### config.mk
export PLATFORM = sky130hd
export DESIGN_NAME = afhr_top
export DESIGN_NICKNAME = d
export VERILOG_FILES = /design/src/rtl/afhr_pkg.sv /design/src/rtl/afhr_loop_if.sv /design/src/rtl/afhr_follow_loop.sv /design/src/rtl/afhr_top.sv
export SDC_FILE = /design/constraint.sdc
export NUM_CORES = 2
export LEC_CHECK = 0
export BUFFER_PORTS_ARGS = -buffer_cell sky130_fd_sc_hd__buf_4
export CAP_MARGIN = 25
export CORE_MARGIN = 1
export CORE_UTILIZATION = 38
export CTS_CLUSTER_SIZE = 30
export DETAILED_ROUTE_END_ITERATION = 16
export PLACE_DENSITY_LB_ADDON = 0.15
export SYNTH_ARGS = -nofsm -noshare
export SYNTH_HDL_FRONTEND = slang
export SYNTH_SLANG_ARGS = --single-unit
export TNS_END_PERCENT = 20
### constraint.sdc
create_clock -name clk_in -period 42.3 [get_ports clk_in]
set_input_delay 8.46 -clock clk_in [delete_from_list [all_inputs] [get_ports clk_in]]
set_output_delay 8.46 -clock clk_in [all_outputs]
set_load 0.03 [all_outputs]
### src/rtl/afhr_pkg.sv
// package: constants and types for the axis follower with hold and resume
package afhr_pkg;
  localparam int AFHR_POS_W = 32;
  localparam int AFHR_UNWIND_W = 16;
  localparam logic [15:0] AFHR_UNWIND_MIN = 16'h0015;
  localparam logic [4:0] AFHR_DELAY_MAX_MS = 5'h14;
  localparam logic [4:0] AFHR_DELAY_RST = 5'h00;
  localparam int AFHR_CLK_HZ = 10000000;
  localparam int AFHR_MS_PER_S = 1000;
  localparam int AFHR_TICK_MS = 1;
  localparam int AFHR_MS_CYCLES = AFHR_CLK_HZ / AFHR_MS_PER_S * AFHR_TICK_MS;
  localparam logic [31:0] AFHR_MS_CYCLES_C = 32'(AFHR_MS_CYCLES);
  localparam logic [31:0] AFHR_ZERO32 = 32'h00000000;
  localparam logic [2:0] AFHR_MT_JOG = 3'h0;
  localparam logic [2:0] AFHR_MT_REG = 3'h1;
  localparam logic [2:0] AFHR_MT_ABS = 3'h2;
  localparam logic [2:0] AFHR_MT_REL = 3'h3;
  localparam logic [2:0] AFHR_MT_ASM = 3'h4;
  typedef enum logic [3:0] {
    AFHR_IDLE = 4'b0001,
    AFHR_RUN = 4'b0010,
    AFHR_STOPPING = 4'b0100,
    AFHR_HELD = 4'b1000
  } afhr_state_t;
endpackage

### src/rtl/afhr_loop_if.sv
// interface: follower loop settings and result between top and loop module
`timescale 1ns/1ps
`default_nettype none
interface afhr_loop_if;
  logic signed [31:0] target_pos;
  logic signed [31:0] target_vel;
  logic signed [31:0] fb_pos;
  logic [15:0] gain;
  logic [4:0] delay_ms;
  logic circular;
  logic [15:0] unwind;
  logic [31:0] accel;
  logic [31:0] decel;
  logic enable;
  logic signed [31:0] vel_cmd;
  modport ctrl (output target_pos, target_vel, fb_pos, gain, delay_ms, circular, unwind,
    accel, decel, enable, input vel_cmd);
  modport loop (input target_pos, target_vel, fb_pos, gain, delay_ms, circular, unwind,
    accel, decel, enable, output vel_cmd);
endinterface
`default_nettype wire

### src/rtl/afhr_follow_loop.sv
// module: proportional follower loop with delay compensation and rate limit
`timescale 1ns/1ps
`default_nettype none
module afhr_follow_loop
  import afhr_pkg::*;
(
  input wire logic clk_in,
  input wire logic rst_b_in,
  input wire logic ms_tick_in,
  afhr_loop_if.loop lp
);
  logic signed [31:0] vel_reg;
  logic signed [31:0] vel_next;
  logic signed [31:0] pred_pos;
  logic signed [31:0] err;
  logic signed [31:0] wrapped_err;
  logic signed [31:0] demand;
  logic signed [31:0] lead;
  logic signed [31:0] half_unwind;
  // lead: velocity (steps/s) times delay in ms, divided by one thousand
  assign lead = 32'((64'(lp.target_vel) * $signed(64'(lp.delay_ms))) / 64'sd1000);
  assign pred_pos = lp.target_pos + lead; // wraps, no saturation
  assign err = pred_pos - lp.fb_pos;
  assign half_unwind = 32'({16'h0000, lp.unwind} >> 1);
  // circular: take the shortest way round the unwind point
  assign wrapped_err = !lp.circular ? err :
    (err > half_unwind) ? err - 32'({16'h0000, lp.unwind}) :
    (err < -half_unwind) ? err + 32'({16'h0000, lp.unwind}) : err;
  assign demand = lp.target_vel + 32'(wrapped_err * $signed({16'h0000, lp.gain}));
  // rate limit per millisecond: accel going up in magnitude, decel going down
  always_comb begin
    vel_next = vel_reg;
    if (!lp.enable) begin
      if (vel_reg > $signed(lp.decel)) vel_next = vel_reg - $signed(lp.decel);
      else if (vel_reg < -$signed(lp.decel)) vel_next = vel_reg + $signed(lp.decel);
      else vel_next = AFHR_ZERO32;
    end else if (demand > vel_reg) begin
      if (demand - vel_reg > $signed(vel_reg >= 0 ? lp.accel : lp.decel))
        vel_next = vel_reg + $signed(vel_reg >= 0 ? lp.accel : lp.decel);
      else vel_next = demand;
    end else begin
      if (vel_reg - demand > $signed(vel_reg > 0 ? lp.decel : lp.accel))
        vel_next = vel_reg - $signed(vel_reg > 0 ? lp.decel : lp.accel);
      else vel_next = demand;
    end
  end
  // velocity steps once per millisecond (accel units are steps/s/ms)
  always_ff @(posedge clk_in or negedge rst_b_in) begin
    if (!rst_b_in) vel_reg <= AFHR_ZERO32;
    else if (ms_tick_in) vel_reg <= vel_next;
  end
  assign lp.vel_cmd = vel_reg;
endmodule
`default_nettype wire

### src/rtl/afhr_top.sv
// top: axis follower and hold/resume move control
`timescale 1ns/1ps
`default_nettype none
module afhr_top
  import afhr_pkg::*;
#(
  parameter int MS_CYCLES = AFHR_MS_CYCLES
)(
  input wire logic clk_in,
  input wire logic rst_b_in,
  input wire logic follow_en_in,
  input wire logic circular_in,
  input wire logic use_encoder_in,
  input wire logic [15:0] gain_in,
  input wire logic [4:0] delay_ms_in,
  input wire logic [15:0] unwind_in,
  input wire logic axis_update_in,
  input wire logic signed [31:0] axis_pos_in,
  input wire logic signed [31:0] axis_vel_in,
  input wire logic signed [31:0] motor_pos_in,
  input wire logic signed [31:0] encoder_pos_in,
  input wire logic move_start_in,
  input wire logic [2:0] move_type_in,
  input wire logic indexed_in,
  input wire logic signed [31:0] move_target_in,
  input wire logic [31:0] accel_in,
  input wire logic [31:0] decel_in,
  input wire logic [31:0] speed_in,
  input wire logic param_write_in,
  input wire logic param_error_in,
  input wire logic hold_in,
  input wire logic resume_in,
  input wire logic fault_in,
  input wire logic err_clear_in,
  input wire logic stopped_in,
  output logic signed [31:0] vel_cmd_out,
  output logic move_run_out,
  output logic move_stop_out,
  output logic [2:0] move_type_out,
  output logic signed [31:0] move_target_out,
  output logic [31:0] accel_out,
  output logic [31:0] decel_out,
  output logic [31:0] speed_out,
  output logic held_out,
  output logic hold_error_out,
  output logic cmd_error_out,
  output logic cfg_error_out,
  output logic asm_profile_valid_out
);
  afhr_loop_if lpif ();
  afhr_state_t state_reg;
  afhr_state_t state_next;
  logic [31:0] ms_cnt_reg;
  logic ms_tick;
  logic signed [31:0] tpos_reg;
  logic signed [31:0] tvel_reg;
  logic [15:0] gain_reg;
  logic [4:0] delay_reg;
  logic [15:0] unwind_reg;
  logic circ_reg;
  logic enc_reg;
  logic [2:0] mtype_reg;
  logic signed [31:0] mtarget_reg;
  logic [31:0] accel_reg;
  logic [31:0] decel_reg;
  logic [31:0] speed_reg;
  logic herr_reg;
  logic cmd_err_reg;
  logic cfg_err_reg;
  logic asm_valid_reg;
  logic resume_ok;
  logic resume_bad;
  logic start_ok;
  logic held_param_ok;
  logic cfg_bad;
  logic signed [31:0] upd_pos;

  // resume allowed only for held jog/abs/rel with no error while held
  function automatic logic afhr_resumable(input logic [2:0] t);
    afhr_resumable = (t == AFHR_MT_JOG) || (t == AFHR_MT_ABS) || (t == AFHR_MT_REL);
  endfunction

  // millisecond tick from the system clock
  assign ms_tick = (ms_cnt_reg == 32'(MS_CYCLES - 1));
  always_ff @(posedge clk_in or negedge rst_b_in) begin
    if (!rst_b_in) ms_cnt_reg <= AFHR_ZERO32;
    else ms_cnt_reg <= ms_tick ? AFHR_ZERO32 : ms_cnt_reg + 32'h00000001;
  end

  // configuration checks: delay above 20, or unwind below 21 when circular, refused
  assign cfg_bad = (delay_ms_in > AFHR_DELAY_MAX_MS) ||
    (circular_in && (unwind_in < AFHR_UNWIND_MIN));
  // circular target shifted by one unwind toward 0..unwind-1
  assign upd_pos = (circ_reg && axis_pos_in >= $signed({16'h0000, unwind_reg})) ?
    axis_pos_in - $signed({16'h0000, unwind_reg}) :
    (circ_reg && axis_pos_in < 0) ? axis_pos_in + $signed({16'h0000, unwind_reg}) :
    axis_pos_in;

  // follower settings latched while the loop is off and config is good, targets per axis update
  always_ff @(posedge clk_in or negedge rst_b_in) begin
    if (!rst_b_in) begin
      tpos_reg <= AFHR_ZERO32;
      tvel_reg <= AFHR_ZERO32;
      gain_reg <= 16'h0001;
      delay_reg <= AFHR_DELAY_RST;
      unwind_reg <= 16'hffff;
      circ_reg <= 1'b0;
      enc_reg <= 1'b0;
      cfg_err_reg <= 1'b0;
    end else begin
      cfg_err_reg <= cfg_bad;
      if (!follow_en_in && !cfg_bad) begin
        gain_reg <= gain_in;
        delay_reg <= delay_ms_in;
        unwind_reg <= unwind_in;
        circ_reg <= circular_in;
        enc_reg <= use_encoder_in;
      end
      if (axis_update_in) begin
        tpos_reg <= upd_pos;
        tvel_reg <= axis_vel_in;
      end
    end
  end

  assign lpif.target_pos = tpos_reg;
  assign lpif.target_vel = tvel_reg;
  assign lpif.fb_pos = enc_reg ? encoder_pos_in : motor_pos_in;
  assign lpif.gain = gain_reg;
  assign lpif.delay_ms = delay_reg;
  assign lpif.circular = circ_reg;
  assign lpif.unwind = unwind_reg;
  assign lpif.accel = accel_reg;
  assign lpif.decel = decel_reg;
  assign lpif.enable = follow_en_in && !cfg_err_reg && (state_reg == AFHR_IDLE);

  afhr_follow_loop afhr_follow_loop_i (
    .clk_in(clk_in),
    .rst_b_in(rst_b_in),
    .ms_tick_in(ms_tick),
    .lp(lpif.loop)
  );

  // hold/resume decisions
  assign start_ok = move_start_in && !hold_in && !fault_in;
  assign resume_ok = resume_in && (state_reg == AFHR_HELD) && !herr_reg &&
    afhr_resumable(mtype_reg);
  assign resume_bad = resume_in && !resume_ok;
  assign held_param_ok = param_write_in && !param_error_in && (state_reg == AFHR_HELD);

  // move state machine
  always_comb begin
    state_next = state_reg;
    case (state_reg)
      AFHR_IDLE: begin
        if (start_ok) state_next = AFHR_RUN;
      end
      AFHR_RUN: begin
        if (fault_in) state_next = AFHR_IDLE;
        else if (hold_in) state_next = AFHR_STOPPING;
        else if (stopped_in) state_next = AFHR_IDLE;
      end
      AFHR_STOPPING: begin
        if (stopped_in) state_next = AFHR_HELD;
      end
      AFHR_HELD: begin
        if (start_ok) state_next = AFHR_RUN;
        else if (resume_ok) state_next = AFHR_RUN;
        else if (!afhr_resumable(mtype_reg)) state_next = AFHR_IDLE;
      end
      default: state_next = AFHR_IDLE;
    endcase
  end

  always_ff @(posedge clk_in or negedge rst_b_in) begin
    if (!rst_b_in) state_reg <= AFHR_IDLE;
    else state_reg <= state_next;
  end

  // move parameters: new start loads all, held write loads speeds only
  always_ff @(posedge clk_in or negedge rst_b_in) begin
    if (!rst_b_in) begin
      mtype_reg <= AFHR_MT_JOG;
      mtarget_reg <= AFHR_ZERO32;
      accel_reg <= AFHR_ZERO32;
      decel_reg <= AFHR_ZERO32;
      speed_reg <= AFHR_ZERO32;
    end else if (start_ok && (state_reg == AFHR_IDLE || state_reg == AFHR_HELD)) begin
      mtype_reg <= move_type_in;
      mtarget_reg <= move_target_in;
      accel_reg <= accel_in;
      decel_reg <= decel_in;
      speed_reg <= speed_in;
    end else if (held_param_ok && afhr_resumable(mtype_reg)) begin
      accel_reg <= accel_in;
      decel_reg <= decel_in;
      speed_reg <= speed_in; // target kept
    end else if (param_write_in && state_reg == AFHR_IDLE) begin
      accel_reg <= accel_in;
      decel_reg <= decel_in;
    end
  end

  // hold error: set by fault or bad parameters while stopping or held, set beats clear
  always_ff @(posedge clk_in or negedge rst_b_in) begin
    if (!rst_b_in) herr_reg <= 1'b0;
    else if ((state_reg == AFHR_HELD || state_reg == AFHR_STOPPING) &&
      (fault_in || (param_write_in && param_error_in))) herr_reg <= 1'b1;
    else if (start_ok || err_clear_in) herr_reg <= 1'b0;
  end

  // command error sticky, set wins over clear
  always_ff @(posedge clk_in or negedge rst_b_in) begin
    if (!rst_b_in) cmd_err_reg <= 1'b0;
    else if (resume_bad) cmd_err_reg <= 1'b1;
    else if (err_clear_in) cmd_err_reg <= 1'b0;
  end

  // assembled profile stays valid across hold
  always_ff @(posedge clk_in or negedge rst_b_in) begin
    if (!rst_b_in) asm_valid_reg <= 1'b0;
    else if (start_ok && move_type_in == AFHR_MT_ASM) asm_valid_reg <= 1'b1;
  end

  assign vel_cmd_out = lpif.vel_cmd;
  assign move_run_out = (state_reg == AFHR_RUN);
  assign move_stop_out = (state_reg == AFHR_STOPPING);
  assign move_type_out = mtype_reg;
  assign move_target_out = mtarget_reg;
  assign accel_out = accel_reg;
  assign decel_out = decel_reg;
  assign speed_out = speed_reg;
  assign held_out = (state_reg == AFHR_HELD);
  assign hold_error_out = herr_reg;
  assign cmd_error_out = cmd_err_reg;
  assign cfg_error_out = cfg_err_reg;
  assign asm_profile_valid_out = asm_valid_reg;
endmodule
`default_nettype wire

## Yosys cells after proc, flatten, opt, wreduce, memory -nomap -nowiden

Cells that the tools add are included.
Widths: inputs -> output; s select.

- $mul: 2
- Reduce and logical (&&, ||, !) cells: 41
- $lt $le $gt $ge: 13
- Muxes and demuxes: 36
- $add $sub $neg: 16
- Divide/modulo/power cells: 1
- Eq/ne operators: 12

Operators with widths:

| cell | number |
|---|---|
| $mux 32 | 23 |
| $sub 32x32->32 | 5 |
| $add 32x32->32 | 4 |
| $gt 32x32->1 | 4 |
| $div 64x11->64 const B | 1 |
| $lt 32x32->1 | 2 |
| $mul 32x6->38 | 1 |
| $add 32x1->32 const B | 1 |
| $add 32x16->32 | 1 |
| $add 32x17->32 | 1 |
| $eq 32x14->1 const B | 1 |
| $ge 32x1->1 const B | 1 |
| $ge 32x17->1 | 1 |
| $gt 32x1->1 const B | 1 |
| $gt 32x16->1 | 1 |
| $lt 32x1->1 const B | 1 |
| $mul 32x17->32 | 1 |
| $mux 4 | 8 |
| $neg 15->32 | 1 |
| $neg 32->32 | 1 |
| $sub 32x16->32 | 1 |
| $sub 32x17->32 | 1 |
| $logic_and 1x1->1 | 20 |
| $lt 16x5->1 const B | 1 |
| other kinds (17) | 38 |

- Word-level logic and storage cells: 140
- Bits of input ports: 311
- Flip-flop bits (word level): 306

## Depth between registers and ports, before layout

- Word-level depth: 15
- Gate-level depth with buffers: 213
- Mapped depth without buffers: 193

## Modules after synthesis

A second synthesis with hierarchy kept.

- Cell total of the unflattened synthesis: 7,732
- Area, all modules: 62,159.6 um^2

Modules (own cells, without submodules):

| module | instances | cells each | area an instance (um^2) | sequential area each (um^2) |
|---|---|---|---|---|
| afhr_follow_loop | 1 | 6,451 | 48,455.2 | 800.8 |
| afhr_top | 1 | 1,281 | 13,704.4 | 6,879.1 |

## Worst setup path after synthesis

OpenSTA, ideal clock, no wires.

- Path kind: reg-to-reg
- From: register delay_reg[2]
- To: register afhr_follow_loop_i.vel_reg[19] (netlist: afhr_follow_loop_i.lp.vel_cmd[19])
- Buffers on the path: 17
- Path slack: -0.274 ns
- Data required time: 42.163 ns
- Data arrival time: 42.436 ns
- Stages on the path, launching flop included: 192
- Cell sequence: dfrtp_1 > clkbuf_1 > and2_1 > fa_1 > inv_1 > fa_1 > fa_1 > inv_1 > ha_1 > o211ai_1 > o21ai_1 > xnor2_2 > o21ai_1 > or3_1 > or3_1 > or4_1 > nand4b_1 > or4_1 > [156 not listed] > inv_1 > ha_1 > clkbuf_1 > xnor2_1 > ha_1 > nand4_1 > nor4_1 > a2111oi_0 > and3_1 > a211oi_1 > nor2b_1 > clkbuf_1 > nor2_1 > clkbuf_1 > a222oi_1 > nand2_1 > o21ai_0 > a21oi_1

- Longest elaborated chain between the ends: 15

Ends and longest elaborated chain:

| element | line | source |
|---|---|---|
| from (decl) | afhr_top.sv:58 | `logic [4:0] delay_reg;` |
| from (signal assigned) | afhr_top.sv:114 | `delay_reg <= delay_ms_in;` |
| $mul 32x6->38 (*) | afhr_follow_loop.sv:21 | `assign lead = 32'((64'(lp.target_vel) * $signed(64'(lp.delay_ms))) / 64'sd1000);` |
| $div 64x11->64 (*) | afhr_follow_loop.sv:21 |  |
| $add 32x32->32 (*) | afhr_follow_loop.sv:22 | `assign pred_pos = lp.target_pos + lead;` |
| $sub 32x32->32 (*) | afhr_follow_loop.sv:23 | `assign err = pred_pos - lp.fb_pos;` |
| $add 32x16->32 / $lt 32x32->1 (equally long branches) | afhr_follow_loop.sv:28 | `(err < -half_unwind) ? err + 32'({16'h0000, lp.unwind}) : err;` |
| $mux 32 | afhr_follow_loop.sv:28 |  |
| $mux 32 | afhr_follow_loop.sv:27 | `(err > half_unwind) ? err - 32'({16'h0000, lp.unwind}) :` |
| $mux 32 (*) | afhr_follow_loop.sv:26 | `assign wrapped_err = !lp.circular ? err :` |
| $mul 32x17->32 (*) | afhr_follow_loop.sv:29 | `assign demand = lp.target_vel + 32'(wrapped_err * $signed({16'h0000, lp.gain}));` |
| $add 32x32->32 (*) | afhr_follow_loop.sv:29 |  |
| $sub 32x32->32 (on tied branches) | afhr_follow_loop.sv:42, afhr_follow_loop.sv:38 |  |
| $gt 32x32->1 (on tied branches) | afhr_follow_loop.sv:42, afhr_follow_loop.sv:38 |  |
| $mux 32 (on tied branches) | afhr_follow_loop.sv:42, afhr_follow_loop.sv:38 |  |
| $mux 32 (*) | afhr_follow_loop.sv:37 | `end else if (demand > vel_reg) begin` |
| $mux 32 (*) | afhr_follow_loop.sv:33 | `if (!lp.enable) begin` |
| to (signal assigned) | afhr_follow_loop.sv:50 | `else if (ms_tick_in) vel_reg <= vel_next;` |
| to (decl) | afhr_follow_loop.sv:12 | `logic signed [31:0] vel_reg;` |

Every way passes the cells marked *; elsewhere a longest branch is shown, timed or not.
A chain may end at the register's enable or synchronous reset.

## Worst setup path after layout

- From: register delay_reg[0]
- To: register afhr_follow_loop_i.vel_reg[27] (netlist: afhr_follow_loop_i.lp.vel_cmd[27])

Same word-level chain as after synthesis.

==> impl_results.md <==
* Status: finished, violations left
* Failing checks: negative setup slack
* Critical path class: reg -> reg
* Critical Path Sink Type: register
* Most common cell after layout, fill and taps aside: buf_4
* Critical path arrival at roughly 43 ns
* WL/cell at ~19 µm
* Unique masters post-synth at around 140
* Die Ht at between 300 and 400 µm
* Max Fanout on Critical Path at 8
* Fin crit share at 1.00
* R2r setup slk at -0.10 ns
* RSZ-0062 raised after global routing: true
* Max-slew violation count at 0
* Hold path cells at 1
* Most frequent cells in the layout: buf_4 (1853), inv_1 (941), nand2_1 (664)
* Worst slew pin tran at between 1 and 1.5 ns
* IO buf count at 479
* Syn avg cell area at 8.04 µm²
* Pre-antenna DRT Iters at 8
* Syn. warnings at 0
* Pin count of the biggest net entering global routing at just under 100
* Placed instance count at 10.9k
* Number of synthesized flops with an enable pin at 0
* Initial core utilization at 0.384
* Worst hold endpoint: asm_profile_valid_out
* Flops & latches, synth at between 300 and 400
* DRT iter0 DRCs at ~3.8k
* Via count at 59.8k
* Share of layout cells above drive strength 1 at 0.307
* Die X-Extent at ~400 µm
* P&R area growth vs syn at 36.1%
* Initial antenna violation count at 8
* GRT Total Usage at 0.265
* Startpoint types: register
* Clk buf depth at 3
* Slowest stage delay, CP at ~0.61 ns
* Fmax at between 20 and 25 MHz
* CP max stage cell: or4_4
* Clock Skew at 0.0448 ns
* Clock transition at path regs at approximately 0.060 ns
* H-tree Lvls at 2
* # hold bufs at CTS at 0
* Max cap viols at 0
* # fillers at around 15k
* IO Pins at a little under 500
* Cell mode on critical path: o21bai_1
* Remaining Overflow, GRT at 0
* Core Util, Final at 0.523
* Vias per cell at 5.34
* Fraction of registers with async set/reset at 1.00
* R2R depth at a little under 200
* Final worst path period need at about 42 ns
* RR Startpoint: delay_reg[0]
* Final setup violation count at 17
* HP Class: reg -> reg
* Nets at around 10k
* Row cnt at about 140
* Mapped Nets at 8760
* First-pass GRT wire length at ~330000 µm
* TritonCTS Buffers at 43
* Seq/Total Area, Yosys at 0.129
* Full die area at approximately 160000 µm²
* DRC at 0
* RR Endpoint: afhr_follow_loop_i.lp.vel_cmd[27]
* Final worst setup slack at -0.104 ns
* Dpl hpwl at between 150000 and 200000 µm
* Slew headroom at 0.300
* CTS root buf: clkbuf_16
* Required @ worst endpoint at between 40 and 50 ns
* RePlAce Congestion at 0.925
* TritonCTS clock tree: built
* Layout Cells excl Fill at 11.2k
* Synth Cell Area at 59500 µm²
* Synthesized instance count at 7398
* Core ar. at 155000 µm²
* Hold Fails Final Rpt at 0
* Commonest register cell after synthesis: dfrtp_1
* Vias in the first global route at approximately 60k
* Drt total wl at 216000 µm
* Hold Startpoint: asm_profile_valid_out
* Clk Latency, worst-skew pair at ~0.62 ns
* CTS sink count at between 300 and 400
* Worst slack, placed at -2.56 ns
* Antenna viol nets, final at 0
[per-stage QoR]
step                      hold WS (ns)  area, µm²  TNS [ns]
after floorplan                  0.443      59500         0
after global placement           0.456      74300    -67.98
after detailed placement         0.457      74300    -77.37
after CTS                        0.472      77700         0
after global routing             0.492      80900    -57.41
final                            0.469      80900    -0.879
[Yosys cell counts, types with 15 or more instances]
master | instances | area share
o2111ai_1 | 15 | 0.0022
nor4_1 | 49 | 0.0052
and2_1 | 331 | 0.035
or2_2 | 20 | 0.0021
nor3_1 | 116 | 0.0098
nand3_1 | 113 | 0.0095
o21ai_1 | 45 | 0.0038
buf_2 | 32 | 0.0027
a21o_1 | 146 | 0.018
ha_1 | 579 | 0.12
mux2i_1 | 62 | 0.010
and4_1 | 20 | 0.0029
xnor2_1 | 321 | 0.047
buf_1 | 31 | 0.0020
a211oi_1 | 68 | 0.0086
mux2_2 | 159 | 0.030
o211ai_1 | 56 | 0.0071
dfstp_2 | 18 | 0.0080
o21ai_0 | 313 | 0.026
clkbuf_1 | 206 | 0.013
nand2b_1 | 87 | 0.0092
nand2_1 | 671 | 0.042
nor3b_1 | 20 | 0.0025
nor2_1 | 459 | 0.029
a31oi_1 | 62 | 0.0065
o221ai_1 | 29 | 0.0043
a311oi_1 | 18 | 0.0027
a221o_1 | 20 | 0.0034
and3_1 | 44 | 0.0046
a211o_1 | 23 | 0.0034
a22o_1 | 18 | 0.0027
o31ai_1 | 27 | 0.0034
o21bai_1 | 162 | 0.020
nor2b_1 | 104 | 0.011
or4_1 | 17 | 0.0021
nand4_1 | 97 | 0.010
dfrtp_1 | 288 | 0.12
inv_1 | 970 | 0.061
xor2_1 | 134 | 0.020
fa_1 | 472 | 0.16
o22ai_1 | 38 | 0.0040
or3_1 | 48 | 0.0050
o21a_1 | 32 | 0.0040
a21oi_1 | 501 | 0.042
a22oi_1 | 48 | 0.0061
[worst max-delay path by stage]
stage            startpoint                                end  slack [ns]  cells after the start
2_1_floorplan  delay_reg[2]  afhr_follow_loop_i.lp.vel_cmd[19]        0.02                    193
3_3_place_gp   delay_reg[2]  afhr_follow_loop_i.lp.vel_cmd[26]       -2.27                    195
3_5_place_dp   delay_reg[2]  afhr_follow_loop_i.lp.vel_cmd[28]       -2.56                    200
4_1_cts        delay_reg[2]  afhr_follow_loop_i.lp.vel_cmd[28]        0.01                    204
5_1_grt        delay_reg[0]  afhr_follow_loop_i.lp.vel_cmd[19]       -1.88                    202
6_report       delay_reg[0]  afhr_follow_loop_i.lp.vel_cmd[27]       -0.10                    195
[worst max-delay path, delay by kind of cell, from the launching register on]
kind / cells / cell delay, ns
AOI/OAI and AO/OA: 92 / 16.67
xor gates and xnor gates: 9 / 1.55
adders and majority gates: 16 / 6.70
buffers and inverters: 37 / 4.84
DFF: 1 / 0.46
muxes: 4 / 1.29
and+or+nand+nor: 37 / 10.61
[area by class of cell]
type,count,area [µm²],share of cell area
Timing Repair Buffer,1952,15400,0.190
Antenna cell,4,10.0,0.000124
Tap cell,2044,2560,0.0316
Multi-Input combinational cell,5838,50200,0.620
Sequential cell,306,7690,0.0950
Inverter,973,3650,0.0451
Clock inverter,19,243,0.00300
Clock buffer,59,1230,0.0152
[logic make-up after synthesis]
| group | count (synthesis) | share of synthesized area |
|---|---|---|
| compound gates | 1828 | 0.206 |
| mux | 228 | 0.0421 |
| buf+inv | 1254 | 0.0808 |
| fa+ha+maj | 1058 | 0.282 |
| xor+xnor | 465 | 0.0703 |
| simple gates | 2259 | 0.190 |
| flops | 306 | 0.129 |
[routing by layer]
metal | GRT usage | vias up | part of all wire
li1 | - | 28800 | -
met5 | 0 | - | 0.00013
met2 | 0.440 | 1576 | 0.47
met1 | 0.365 | 29200 | 0.46
met4 | 0.0652 | 4 | 0.028
met3 | 0.0294 | 254 | 0.051
[what timing repair did]
action / CTS / global route
setup endpoints to repair: 32 / 32
cloned: 0 / 3
gates resized for setup: 252 / 442
setup buffers: 94 / 101
pin swaps: 144 / 307
Power is left out: the tool's default activity adds up to more than one toggle a clock period on the data nets, which glitch-free logic cannot reach.
